===== src/pwm_capture_pkg.sv =====
// Operation
// - Four generators, eight outputs or four pairs
// - 8-bit prescaler then divider 1..16
// - Per-channel 16-bit down counter and comparator
// - Counter reaching zero sets channel flag
// - Flag interrupts only when its zero interrupt enabled
// - Bit 4 pairs outputs 0 and 1
// - Pairs 2/3, 4/5, 6/7 likewise
// - Period and compare load at zero
// - Auto-reload restarts counter from period
// - One-shot stops at zero, one interrupt
// - Output goes high at compare match
// - Capture turns output pin into input
// - Edges latch counter into rise/fall latches
// - Separate rise and fall capture interrupt enables
// - Capture interrupt reloads channel counter
package pwm_capture_pkg;
  // Byte offsets of the register map
  localparam logic [7:0] OFS_CONTROL = 8'h00;
  localparam logic [7:0] OFS_CHAN_EN = 8'h04;
  localparam logic [7:0] OFS_RELOAD_MODE = 8'h08;
  localparam logic [7:0] OFS_PRESCALE = 8'h0C;
  localparam logic [7:0] OFS_DIVSEL = 8'h10;
  localparam logic [7:0] OFS_DEADTIME = 8'h14;
  localparam logic [7:0] OFS_ZERO_IE = 8'h18;
  localparam logic [7:0] OFS_PERIOD_BASE = 8'h20;
  localparam logic [7:0] OFS_COMPARE_BASE = 8'h40;
  localparam logic [7:0] OFS_IRQ_INDICATOR = 8'h60;
  localparam logic [7:0] OFS_CAP_STATUS = 8'h64;
  localparam logic [7:0] OFS_CAP_CTRL_BASE = 8'h68;
  localparam logic [7:0] OFS_RISE_LATCH_BASE = 8'h80;
  localparam logic [7:0] OFS_FALL_LATCH_BASE = 8'hA0;
  localparam logic [7:0] OFS_COUNTER_BASE = 8'hC0;
  // Field positions
  localparam int DZ_EN_LSB = 4;
  localparam int CAP_EN_BIT = 0;
  localparam int CAP_RISE_IE_BIT = 1;
  localparam int CAP_FALL_IE_BIT = 2;
  localparam int CAP_HI_CH_SHIFT = 16;
  localparam int FALL_FLAG_LSB = 8;
  // Reset values and the dead-zone count ceiling
  localparam logic [15:0] PERIOD_RESET = 16'h0000;
  localparam logic [15:0] COMPARE_RESET = 16'h0000;
  localparam logic [7:0] PRESCALE_RESET = 8'h00;
  localparam logic [2:0] DIVSEL_RESET = 3'h0;
  localparam logic [7:0] DEADTIME_RESET = 8'h00;
  localparam logic [7:0] DZ_CNT_MAX = 8'hFF;
  // Divider select codes
  localparam logic [2:0] DIV_BY_1 = 3'h0;
  localparam logic [2:0] DIV_BY_2 = 3'h1;
  localparam logic [2:0] DIV_BY_4 = 3'h2;
  localparam logic [2:0] DIV_BY_8 = 3'h3;
  localparam logic [2:0] DIV_BY_16 = 3'h4;
endpackage


===== src/pwm_capture_timer_group.sv =====
`timescale 1ns/100ps
module pwm_capture_timer_group (
  // Clock and reset
  input wire logic pclk,
  input wire logic presetn,
  // APB slave
  input wire logic psel,
  input wire logic penable,
  input wire logic pwrite,
  input wire logic [7:0] paddr,
  input wire logic [31:0] pwdata,
  output logic [31:0] prdata,
  output logic pready,
  output logic pslverr,
  // Pulse pins, three signals each
  input wire logic [7:0] pulse_in,
  output logic [7:0] pulse_outputs_zero_to_seven,
  output logic [7:0] pulse_oe,
  // Interrupt
  output logic irq
);

  // Software configuration
  logic [3:0] dz_en_reg;            // One dead-zone enable per pair
  logic [7:0] chan_en_reg;          // Channel run enables
  logic [7:0] reload_mode_reg;      // 1 = auto-reload, 0 = one-shot
  logic [7:0] prescale_reg [4];     // Per generator prescaler
  logic [2:0] divsel_reg [4];       // Per generator divider code
  logic [7:0] deadtime_reg [4];     // Dead time in pclk cycles
  logic [7:0] zero_ie_reg;          // Period-zero interrupt enables
  logic [15:0] period_reload_reg [8];
  logic [15:0] cmp_buf_reg [8];     // Compare buffer, software side
  logic [2:0] cap_cfg_reg [8];      // {fall ie, rise ie, capture enable}
  // Status
  logic [7:0] zero_flag_reg;
  logic [7:0] rise_flag_reg;
  logic [7:0] fall_flag_reg;
  logic [15:0] rising_capture_latch [8];
  logic [15:0] falling_capture_latch [8];
  // Timer state
  logic [15:0] cnt_reg [8];
  logic [15:0] cmp_act_reg [8];
  logic [7:0] running_reg;
  logic [7:0] done_reg;
  logic [7:0] wave_reg;             // Raw waveform before dead zone
  logic [7:0] gen_tick;             // Divided tick per channel
  logic [7:0] zero_evt;
  logic [7:0] cap_en;
  logic [7:0] rise_evt;
  logic [7:0] fall_evt;
  logic [7:0] cap_irq_evt;
  // Pin synchronisers
  logic [7:0] in_meta_reg;
  logic [7:0] in_sync_reg;
  logic [7:0] in_prev_reg;
  // Bus decode and next pin data
  logic wr_en;
  logic rd_setup;
  logic [2:0] sub_idx;
  logic mapped;
  logic [31:0] rd_data;
  logic [7:0] zero_clr;
  logic [7:0] rise_clr;
  logic [7:0] fall_clr;
  logic [7:0] pin_next;

  // Zero-wait slave: every access completes in its first access cycle
  assign pready = 1'b1;
  assign wr_en = psel & penable & pwrite;
  assign rd_setup = psel & ~penable & ~pwrite;
  assign sub_idx = paddr[4:2];
  assign pslverr = psel & penable & ~mapped;

  // Write-one-to-clear strobes for the sticky flags
  assign zero_clr = (wr_en && paddr == pwm_capture_pkg::OFS_IRQ_INDICATOR) ? pwdata[7:0] : 8'h00;
  assign rise_clr = (wr_en && paddr == pwm_capture_pkg::OFS_CAP_STATUS) ? pwdata[7:0] : 8'h00;
  assign fall_clr = (wr_en && paddr == pwm_capture_pkg::OFS_CAP_STATUS) ? pwdata[15:8] : 8'h00;

  // Read mux and address map check
  always_comb
  begin
    rd_data = 32'h0000_0000;
    mapped = 1'b1;
    case (paddr[7:5])
      3'h0:
      begin
        case (paddr[4:0])
          5'h00: rd_data[7:4] = dz_en_reg;
          5'h04: rd_data[7:0] = chan_en_reg;
          5'h08: rd_data[7:0] = reload_mode_reg;
          5'h0C: rd_data = {prescale_reg[3], prescale_reg[2], prescale_reg[1], prescale_reg[0]};
          5'h10: rd_data[15:0] = {1'b0, divsel_reg[3], 1'b0, divsel_reg[2], 1'b0, divsel_reg[1],
                                  1'b0, divsel_reg[0]};
          5'h14: rd_data = {deadtime_reg[3], deadtime_reg[2], deadtime_reg[1], deadtime_reg[0]};
          5'h18: rd_data[7:0] = zero_ie_reg;
          default: mapped = 1'b0;
        endcase
      end
      3'h1: rd_data[15:0] = period_reload_reg[sub_idx];
      3'h2: rd_data[15:0] = cmp_buf_reg[sub_idx];
      3'h3:
      begin
        // Indicator, capture status, then the four capture control words
        if (paddr[4:0] == 5'h00)
          rd_data[7:0] = zero_flag_reg;
        else if (paddr[4:0] == 5'h04)
          rd_data[15:0] = {fall_flag_reg, rise_flag_reg};
        else if (paddr[4:0] >= 5'h08 && paddr[4:0] <= 5'h14)
        begin
          rd_data[2:0] = cap_cfg_reg[{sub_idx[1:0] - 2'h2, 1'b0}];
          rd_data[18:16] = cap_cfg_reg[{sub_idx[1:0] - 2'h2, 1'b1}];
        end
        else
          mapped = 1'b0;
      end
      3'h4: rd_data[15:0] = rising_capture_latch[sub_idx];
      3'h5: rd_data[15:0] = falling_capture_latch[sub_idx];
      3'h6: rd_data[15:0] = cnt_reg[sub_idx];
      default: mapped = 1'b0;
    endcase
  end

  // Read data is registered in the setup cycle, ready at the access edge
  always_ff @(posedge pclk or negedge presetn)
  begin
    if (!presetn)
      prdata <= 32'h0000_0000;
    else if (rd_setup)
      prdata <= rd_data;
  end

  // Configuration writes
  always_ff @(posedge pclk or negedge presetn)
  begin
    if (!presetn)
    begin
      dz_en_reg <= 4'h0;
      chan_en_reg <= 8'h00;
      reload_mode_reg <= 8'h00;
      zero_ie_reg <= 8'h00;
      for (int k = 0; k < 4; k++)
      begin
        prescale_reg[k] <= pwm_capture_pkg::PRESCALE_RESET;
        divsel_reg[k] <= pwm_capture_pkg::DIVSEL_RESET;
        deadtime_reg[k] <= pwm_capture_pkg::DEADTIME_RESET;
      end
      for (int k = 0; k < 8; k++)
      begin
        period_reload_reg[k] <= pwm_capture_pkg::PERIOD_RESET;
        cmp_buf_reg[k] <= pwm_capture_pkg::COMPARE_RESET;
        cap_cfg_reg[k] <= 3'h0;
      end
    end
    else if (wr_en)
    begin
      if (paddr == pwm_capture_pkg::OFS_CONTROL)
        dz_en_reg <= pwdata[pwm_capture_pkg::DZ_EN_LSB +: 4];
      if (paddr == pwm_capture_pkg::OFS_CHAN_EN)
        chan_en_reg <= pwdata[7:0];
      if (paddr == pwm_capture_pkg::OFS_RELOAD_MODE)
        reload_mode_reg <= pwdata[7:0];
      if (paddr == pwm_capture_pkg::OFS_ZERO_IE)
        zero_ie_reg <= pwdata[7:0];
      for (int k = 0; k < 4; k++)
      begin
        if (paddr == pwm_capture_pkg::OFS_PRESCALE)
          prescale_reg[k] <= pwdata[8*k +: 8];
        if (paddr == pwm_capture_pkg::OFS_DIVSEL)
          divsel_reg[k] <= pwdata[4*k +: 3];
        if (paddr == pwm_capture_pkg::OFS_DEADTIME)
          deadtime_reg[k] <= pwdata[8*k +: 8];
        // Two channels per capture control word
        if (paddr == pwm_capture_pkg::OFS_CAP_CTRL_BASE + 8'(4 * k))
        begin
          cap_cfg_reg[2*k] <= pwdata[2:0];
          cap_cfg_reg[2*k+1] <= pwdata[pwm_capture_pkg::CAP_HI_CH_SHIFT +: 3];
        end
      end
      // Software only ever touches the buffers, never the live timer
      if (paddr[7:5] == 3'h1)
        period_reload_reg[sub_idx] <= pwdata[15:0];
      if (paddr[7:5] == 3'h2)
        cmp_buf_reg[sub_idx] <= pwdata[15:0];
    end
  end

  // Pin inputs pass two flip-flops, a third keeps the previous level
  always_ff @(posedge pclk or negedge presetn)
  begin
    if (!presetn)
    begin
      in_meta_reg <= 8'h00;
      in_sync_reg <= 8'h00;
      in_prev_reg <= 8'h00;
    end
    else
    begin
      in_meta_reg <= pulse_in;
      in_sync_reg <= in_meta_reg;
      in_prev_reg <= in_sync_reg;
    end
  end

  // Sticky flags: a new event wins over a same-cycle clear
  always_ff @(posedge pclk or negedge presetn)
  begin
    if (!presetn)
    begin
      zero_flag_reg <= 8'h00;
      rise_flag_reg <= 8'h00;
      fall_flag_reg <= 8'h00;
    end
    else
    begin
      zero_flag_reg <= (zero_flag_reg & ~zero_clr) | zero_evt;
      rise_flag_reg <= (rise_flag_reg & ~rise_clr) | rise_evt;
      fall_flag_reg <= (fall_flag_reg & ~fall_clr) | fall_evt;
    end
  end

  // One level output for every enabled source
  always_ff @(posedge pclk or negedge presetn)
  begin
    if (!presetn)
      irq <= 1'b0;
    else
      irq <= |(zero_flag_reg & zero_ie_reg) | |(rise_flag_reg & cap_rise_ie()) |
             |(fall_flag_reg & cap_fall_ie());
  end

  function automatic logic [7:0] cap_rise_ie();
    logic [7:0] v;
    v = 8'h00;
    for (int k = 0; k < 8; k++)
      v[k] = cap_cfg_reg[k][pwm_capture_pkg::CAP_RISE_IE_BIT];
    return v;
  endfunction

  function automatic logic [7:0] cap_fall_ie();
    logic [7:0] v;
    v = 8'h00;
    for (int k = 0; k < 8; k++)
      v[k] = cap_cfg_reg[k][pwm_capture_pkg::CAP_FALL_IE_BIT];
    return v;
  endfunction

  // Prescaler and divider, shared by the two channels of a generator
  for (genvar g = 0; g < 4; g++)
  begin : gen_clk
    logic [7:0] pre_cnt_reg;
    logic [3:0] div_cnt_reg;
    logic [3:0] div_mask;
    logic pre_tick;
    assign pre_tick = (pre_cnt_reg == prescale_reg[g]);
    always_comb
    begin
      case (divsel_reg[g])
        pwm_capture_pkg::DIV_BY_2: div_mask = 4'h1;
        pwm_capture_pkg::DIV_BY_4: div_mask = 4'h3;
        pwm_capture_pkg::DIV_BY_8: div_mask = 4'h7;
        pwm_capture_pkg::DIV_BY_16: div_mask = 4'hF;
        default: div_mask = 4'h0;
      endcase
    end
    // Divide by prescale + 1, then by the selected power of two
    always_ff @(posedge pclk or negedge presetn)
    begin
      if (!presetn)
      begin
        pre_cnt_reg <= 8'h00;
        div_cnt_reg <= 4'h0;
      end
      else if (pre_tick)
      begin
        pre_cnt_reg <= 8'h00;
        div_cnt_reg <= div_cnt_reg + 4'h1;
      end
      else
        pre_cnt_reg <= pre_cnt_reg + 8'h01;
    end
    assign gen_tick[2*g] = pre_tick && ((div_cnt_reg & div_mask) == div_mask);
    assign gen_tick[2*g+1] = gen_tick[2*g];
  end

  // Per-channel timer, comparator and capture
  for (genvar i = 0; i < 8; i++)
  begin : gen_ch
    logic [15:0] cnt_m1;
    assign cnt_m1 = cnt_reg[i] - 16'h0001;
    assign cap_en[i] = cap_cfg_reg[i][pwm_capture_pkg::CAP_EN_BIT];
    assign rise_evt[i] = cap_en[i] & in_sync_reg[i] & ~in_prev_reg[i];
    assign fall_evt[i] = cap_en[i] & ~in_sync_reg[i] & in_prev_reg[i];
    assign cap_irq_evt[i] = (rise_evt[i] & cap_cfg_reg[i][pwm_capture_pkg::CAP_RISE_IE_BIT]) |
                            (fall_evt[i] & cap_cfg_reg[i][pwm_capture_pkg::CAP_FALL_IE_BIT]);
    assign zero_evt[i] = running_reg[i] & gen_tick[i] & (cnt_reg[i] == 16'h0000);

    // Down counter; disabling a channel parks it with fresh buffers
    always_ff @(posedge pclk or negedge presetn)
    begin
      if (!presetn)
      begin
        cnt_reg[i] <= 16'h0000;
        cmp_act_reg[i] <= 16'h0000;
        running_reg[i] <= 1'b0;
        done_reg[i] <= 1'b0;
        wave_reg[i] <= 1'b0;
      end
      else if (!chan_en_reg[i])
      begin
        cnt_reg[i] <= period_reload_reg[i];
        cmp_act_reg[i] <= cmp_buf_reg[i];
        running_reg[i] <= 1'b0;
        done_reg[i] <= 1'b0;
        wave_reg[i] <= 1'b0;
      end
      else if (cap_irq_evt[i])
        cnt_reg[i] <= period_reload_reg[i];
      else if (!running_reg[i] && !done_reg[i])
        running_reg[i] <= 1'b1;
      else if (zero_evt[i])
      begin
        cmp_act_reg[i] <= cmp_buf_reg[i];
        wave_reg[i] <= 1'b0;
        if (reload_mode_reg[i])
          cnt_reg[i] <= period_reload_reg[i];
        else
        begin
          running_reg[i] <= 1'b0;
          done_reg[i] <= 1'b1;
        end
      end
      else if (running_reg[i] && gen_tick[i])
      begin
        cnt_reg[i] <= cnt_m1;
        if (cnt_m1 == cmp_act_reg[i])
          wave_reg[i] <= 1'b1;
      end
    end

    // Edges copy the live counter into the latches
    always_ff @(posedge pclk or negedge presetn)
    begin
      if (!presetn)
      begin
        rising_capture_latch[i] <= 16'h0000;
        falling_capture_latch[i] <= 16'h0000;
      end
      else
      begin
        if (rise_evt[i])
          rising_capture_latch[i] <= cnt_reg[i];
        if (fall_evt[i])
          falling_capture_latch[i] <= cnt_reg[i];
      end
    end

    // Output drivers are released while the pin captures
    always_ff @(posedge pclk or negedge presetn)
    begin
      if (!presetn)
        pulse_oe[i] <= 1'b0;
      else
        pulse_oe[i] <= chan_en_reg[i] & ~cap_en[i];
    end

    property p_zero_flag;
      @(posedge pclk) disable iff (!presetn)
      zero_evt[i] |=> zero_flag_reg[i];
    endproperty
    a_zero_flag: assert property (p_zero_flag) else $error("zero flag not set");
    property p_reload;
      @(posedge pclk) disable iff (!presetn)
      zero_evt[i] && reload_mode_reg[i] && !cap_irq_evt[i] && chan_en_reg[i]
      |=> cnt_reg[i] == $past(period_reload_reg[i]);
    endproperty
    a_reload: assert property (p_reload) else $error("auto-reload value wrong");
    property p_oneshot;
      @(posedge pclk) disable iff (!presetn)
      zero_evt[i] && !reload_mode_reg[i] && !cap_irq_evt[i] && chan_en_reg[i]
      |=> !running_reg[i] ##1 !zero_evt[i];
    endproperty
    a_oneshot: assert property (p_oneshot) else $error("one-shot did not stop");
    property p_rise_latch;
      @(posedge pclk) disable iff (!presetn)
      rise_evt[i] |=> rising_capture_latch[i] == $past(cnt_reg[i]);
    endproperty
    a_rise_latch: assert property (p_rise_latch) else $error("rising latch wrong");
    property p_cap_pin;
      @(posedge pclk) disable iff (!presetn)
      cap_en[i] |=> !pulse_oe[i];
    endproperty
    a_cap_pin: assert property (p_cap_pin) else $error("capture pin still driven");
  end

  // Dead-zone generators, one per pair, driven by the even timer
  for (genvar p = 0; p < 4; p++)
  begin : gen_dz
    logic base_prev_reg;
    logic [7:0] dz_cnt_reg;
    logic settled;
    // The pin register adds the last cycle of the dead time, so the count
    // only has to reach dead time less one; a zero dead time still costs a cycle
    assign settled = ({1'b0, dz_cnt_reg} + 9'h001 >= {1'b0, deadtime_reg[p]});
    always_ff @(posedge pclk or negedge presetn)
    begin
      if (!presetn)
      begin
        base_prev_reg <= 1'b0;
        dz_cnt_reg <= 8'h00;
      end
      else
      begin
        base_prev_reg <= wave_reg[2*p];
        if (wave_reg[2*p] != base_prev_reg)
          dz_cnt_reg <= 8'h00;
        else if (dz_cnt_reg != pwm_capture_pkg::DZ_CNT_MAX)
          dz_cnt_reg <= dz_cnt_reg + 8'h01;
      end
    end
    // Both legs go low at once; each rise waits out the dead time
    always_comb
    begin
      if (dz_en_reg[p])
      begin
        pin_next[2*p] = base_prev_reg & wave_reg[2*p] & settled;
        pin_next[2*p+1] = ~base_prev_reg & ~wave_reg[2*p] & settled;
      end
      else
      begin
        pin_next[2*p] = wave_reg[2*p];
        pin_next[2*p+1] = wave_reg[2*p+1];
      end
    end
  end

  // Registered pin data
  always_ff @(posedge pclk or negedge presetn)
  begin
    if (!presetn)
      pulse_outputs_zero_to_seven <= 8'h00;
    else
      pulse_outputs_zero_to_seven <= pin_next;
  end

  property p_pair_excl;
    @(posedge pclk) disable iff (!presetn)
    $past(dz_en_reg[0]) |-> !(pulse_outputs_zero_to_seven[0] && pulse_outputs_zero_to_seven[1]);
  endproperty
  a_pair_excl: assert property (p_pair_excl) else $error("pair 0 legs both high");
  property p_irq_gate;
    @(posedge pclk) disable iff (!presetn)
    (zero_flag_reg == 8'h01) && !zero_ie_reg[0] && rise_flag_reg == 8'h00 && fall_flag_reg == 8'h00
    |=> !irq;
  endproperty
  a_irq_gate: assert property (p_irq_gate) else $error("masked flag raised irq");
  property p_cmp_load;
    @(posedge pclk) disable iff (!presetn)
    chan_en_reg[0] && $past(chan_en_reg[0]) && $changed(cmp_act_reg[0]) |-> $past(zero_evt[0]);
  endproperty
  a_cmp_load: assert property (p_cmp_load) else $error("compare loaded outside zero");
  property p_match_high;
    @(posedge pclk) disable iff (!presetn)
    $rose(wave_reg[0]) |-> $past(cnt_reg[0]) == $past(cmp_act_reg[0]) + 16'h0001;
  endproperty
  a_match_high: assert property (p_match_high) else $error("output rose off compare");

  c_zero: cover property (@(posedge pclk) disable iff (!presetn) zero_evt[0] ##1 irq);
  c_capture: cover property (@(posedge pclk) disable iff (!presetn) rise_evt[3] ##[1:50] fall_evt[3]);
  c_pair: cover property (@(posedge pclk) disable iff (!presetn)
    dz_en_reg[0] && $rose(pulse_outputs_zero_to_seven[1]));
  c_oneshot: cover property (@(posedge pclk) disable iff (!presetn) $rose(done_reg[1]));

endmodule


===== config.mk =====
export PLATFORM = sky130hd
export DESIGN_NAME = pwm_capture_timer_group
export DESIGN_NICKNAME = d
export VERILOG_FILES = /design/src/pwm_capture_pkg.sv /design/src/pwm_capture_timer_group.sv
export SDC_FILE = /design/constraint.sdc
export NUM_CORES = 2
export LEC_CHECK = 0
export BUFFER_PORTS_ARGS = -buffer_cell sky130_fd_sc_hd__buf_2
export CORE_MARGIN = 4
export CORE_UTILIZATION = 57
export CTS_CLUSTER_DIAMETER = 100
export CTS_CLUSTER_SIZE = 30
export DETAILED_ROUTE_END_ITERATION = 16
export PLACE_DENSITY = 0.86
export REMOVE_ABC_BUFFERS = 1
export SYNTH_ARGS = -nofsm -noshare
export SYNTH_HDL_FRONTEND = slang
export SYNTH_SLANG_ARGS = --single-unit
export TNS_END_PERCENT = 30

===== constraint.sdc =====
create_clock -name pclk -period 2.7 [get_ports pclk]
set_input_delay 0.27 -clock pclk [delete_from_list [all_inputs] [get_ports pclk]]
set_output_delay 0.27 -clock pclk [all_outputs]
set_load 0.03 [all_outputs]

==> results.md <==
- The run finished with clean final reports.
- Setup repair after global routing could not meet its margin everywhere.
- Power spread over the standard cell area amounts to between 500 and 600 mW/mm2.
- The post-synthesis area per instance is between 10 and 15 um2.
- The number of search-and-repair iterations in the first detailed-routing pass is 6.
- The post-synthesis cell area is 0.05616 mm2.
- Clock-pin slew was measured on the worst setup and hold paths at 0.12 ns.
- The sequential fraction of the synthesis area is 49.06%.
- The placed wire-length estimate is approximately 150000 um.
- The top-level I/O count is 104.
- The signal on the critical path passes through inv_2 > ha_4 > nor3b_4 > nand2_4 > or3_4 > or4_4 > a21o_1 > buf_12 > a22oi_2.
- Setup violations remaining at the end of the flow were counted as 0.
- The number of port buffers is between 100 and 150.
- The portion of total power attributed to the clock network is about a quarter.
- The slew at the pin with the worst max-slew slack is 1.099 ns.
- The post-route netlist has 30.26% of its cells at a drive strength greater than 1.
- The synthesized-area fraction occupied by ao, oa, aoi and oai cells is under 10%.
- The number of global-route vias before repair was approximately 44k.
- For this run, the slowest stage of the critical path takes approximately 0.44 ns.
- The clock skew is between 0.02 and 0.03 ns.
- The flop and latch count out of synthesis is 1101.
- In this run switching power makes up between 30% and 40% of total power.
- The proportion of synthesized flip-flops having asynchronous set or reset is 100.0%.
- In the synthesized netlist, the number of instances is just under 5k.
- The net total in the final layout is ~5.3k.
- The worst path required time is 3.26 ns.
- After detailed placement, the total cell area comes to 0.06145 mm2.
- The signal arrival time at the worst endpoint is 3.24 ns.
- The worst path in the final design needs a cycle of between 2 and 3 ns, including I/O delays and setup.
- Measured against its own limit, the worst slew margin works out to 26.72%.
- The via density per instance is between 6 and 7.
- For this design the total switching power over the nets is about 11 mW.
- The cell-internal power is between 20 and 25 mW.
- The root buffer cell is sky130_fd_sc_hd__clkbuf_16.
- The DRC violation total after the first TritonRoute iteration is 6793.
- The post-route cell area is 0.06333 mm2.
- Based on the critical path, the design can be clocked at up to 373.0 MHz.
- STA classifies the critical path endpoint as a flip-flop.
- The initial antenna violation count is 8.
- Once layout is complete, the utilization of the core stands at 65.10%.
- The critical path in this run is classified as flip-flop to flip-flop.
- From bottom edge to top edge, the die measures roughly 320 um.
- The area added between synthesis and finish is 12.77%.
- The number of distinct library cells after synthesis is around 100.
- The CTS tree is done.
- The combinational family with the most area after synthesis is multiplexers.
- The placeable core region is ~0.097 mm2.
- For this run, design rule violations remaining after detail routing come to 0.
- On the critical path, the stage with the largest delay is an instance of sky130_fd_sc_hd__or4_4.
- The number of nets with antenna violations after routing is 0.
- The longest clock path from root to sink contains 3 buffers.
- The floorplan has 114 rows.
- The die covers about 0.10 mm2.
- The number of synthesis warnings is 0.
- The count of H-tree levels built during CTS is 2.
- The class of the most critical hold timing path is input pin to flip-flop.
- The total global routing overflow is 0.
- STA classifies the critical path startpoint as a flip-flop.
- The initial core utilization is 57.73%.
- The number of hold-slack violations in the final timing report came to 0.
- The CTS sink count is about 1.1k.
- After Yosys synthesis, XOR and XNOR cells account for between 4 and 5% of the synthesized area.
- The global router's overall resource usage is about 40%.
- The total negative setup slack is 0 ns.
- The static power due to leakage is about 29 nW.
- Along the worst path, the maximum fanout reaches 13.
- The number of enable-type register cells in the synthesized netlist is 0.
- The total power after layout is roughly 34 mW.
- Across the run, the number of max-cap violations was 0.
- The portion of synthesized area spent on multiplexers is 21.94%.
- The relative contribution of sequential cells to total power is 52.7%.
- Of the total synthesized cell area, the portion taken by AND, OR, NAND and NOR gates is between 9 and 10%.
- The total placed cells including tap cells is 6410.
- The number of vias after detailed routing is between 40k and 50k.
- The later-pin clock latency in the skew report is roughly 0.68 ns.
- The number of max-slew violations in the final report came to 0.
- Combinational cells account for between 20% and 30% of the total power.
- The final instance count without filler cells is between 6k and 7k.
- Among all flip-flop cells after synthesis, the most frequent one is sky130_fd_sc_hd__dfrtp_1.
- The maximum VDD drop is around 440 uV.
- The sum of routed wire length over all layers is around 200000 um.
- The last weighted congestion value of the routability-driven placer is approximately 1.1.
- The wire length of the first global-routing pass is between 200000 and 300000 um.
- The post-synthesis adder-cell area fraction is 1.337%.
- After layout, the worst path uses 99.30% of the clock period.
- The largest net degree at the start of global routing is between 70 and 80.
- The total CTS buffers is 43.
- The average wire per cell in the routed design is approximately 31 um.
- The die width is roughly 320 um.
routing by layer:
layer  track usage (%)  vias to the layer above  share of wire, %
li1                  -                    18115                 -
met1             50.37                    22281                35
met5                 0                        -             0.026
met4             24.36                        8               8.5
met3             14.23                      839                15
met2             55.74                     3393                41
cells in the final DEF (no fill, tap or decap), drive strengths merged, types with 18 or more instances in the layout:
cell / n
a21o: 27
a21oi: 168
a22oi: 82
a31oi: 28
and2: 23
and3: 21
buf: 619
clkbuf: 49
dfrtp: 1101
dlygate4sd3: 25
ha: 60
inv: 178
mux2: 637
mux2i: 138
mux4: 166
nand2: 425
nand2b: 29
nand3: 105
nand3b: 24
nand4: 50
nor2: 217
nor2b: 37
nor3: 77
nor4: 45
o21a: 18
o21ai: 268
o22ai: 63
o2bb2ai: 26
or3: 19
xnor2: 194
xor2: 95
path summary, 6_finish.rpt:
kind / slack [ns] / startpoint / end / cells after the start
hold / removal: 0.14 / pwdata[11] / period_reload_reg[75] / 3
max in group asynchronous: 1.47 / presetn / cmp_act_reg[113] / 4
min in group asynchronous: 0.18 / presetn / deadtime_reg[15] / 2
setup reg to reg: 0.02 / cnt_reg[17] / cnt_reg[27] / 9
hold reg to reg: 0.36 / in_meta_reg[0] / in_sync_reg[0] / 0
setup / recovery: 0.02 / cnt_reg[17] / cnt_reg[27] / 9
cells by family (layout without fill, tap and decap cells):
group	count (synthesis)	in the layout
fa+ha+maj	60	60
other cells	1	6
flops	1101	1101
simple gates	1137	1137
compound gates	818	818
buf+inv	505	875
xor+xnor	289	289
mux	941	941
cell type report:
cell class	instances	area, um2
inverter	173	649.4
antenna	5	12.51
timing repair buffer	647	5478
multi-input combinational	3246	26820
tap	1276	1597
sequential	1101	27550
fill	7175	33950
clock inverter	9	120.1
clock buffer	46	1107
metrics by stage:
step                      hold WS, ns  setup WS (ns)
final                          0.1388        0.01887
after global routing           0.1237       -0.04833
after global placement         0.2840        -0.1504
after detailed placement       0.2909        -0.1238
after floorplan              -0.02559         -1.093
after CTS                     0.09505       0.003934
Yosys cell counts, drive strengths merged, types with 77 or more instances:
master     n  area [um2]
mux2i    138        1381
nor3      77       411.7
buf      138       749.5
xnor2    194        1699
nor2     217       817.0
mux2     637        7203
a21oi    168       844.6
nand2    425        1608
mux4     166        3739
o21ai    268        1353
xor2      95       832.1
a22oi     82       640.6
clkbuf   194       730.7
dfrtp   1101       27550
inv      173       649.4
nand3    105       525.5
critical path: cells and delay by family, from the launching register on:
family / cells / cell delay [ns]
AOI/OAI and AO/OA: 2 / 0.51
and+or+nand+nor: 4 / 1.24
adders and majority gates: 1 / 0.14
buffers and inverters: 2 / 0.25
DFF: 1 / 0.42
power groups by stage:
stage | Sequential, mW | Clock [mW] | Combinational [mW]
final | 18.1 | 8.51 | 7.76
after detailed placement | 18.4 | 0 | 7.22
after CTS | 18.1 | 8.49 | 7.34
after global routing | 18.2 | 9.07 | 8.19
after floorplan | 18.2 | 0 | 3.72
after global placement | 18.4 | 0 | 7.01
timing repair:
| action | CTS | global route |
|---|---|---|
| hold buffers | 25 | 0 |
| gates cloned | 0 | 2 |
| setup buffers | 0 | 6 |
| pin swaps | 0 | 15 |
| setup endpoints to repair | 11 | 182 |
| resized for setup | 10 | 56 |
| endpoints found under the hold margin | 91 | 0 |
No activity file was read; power rests on OpenSTA's default activity.
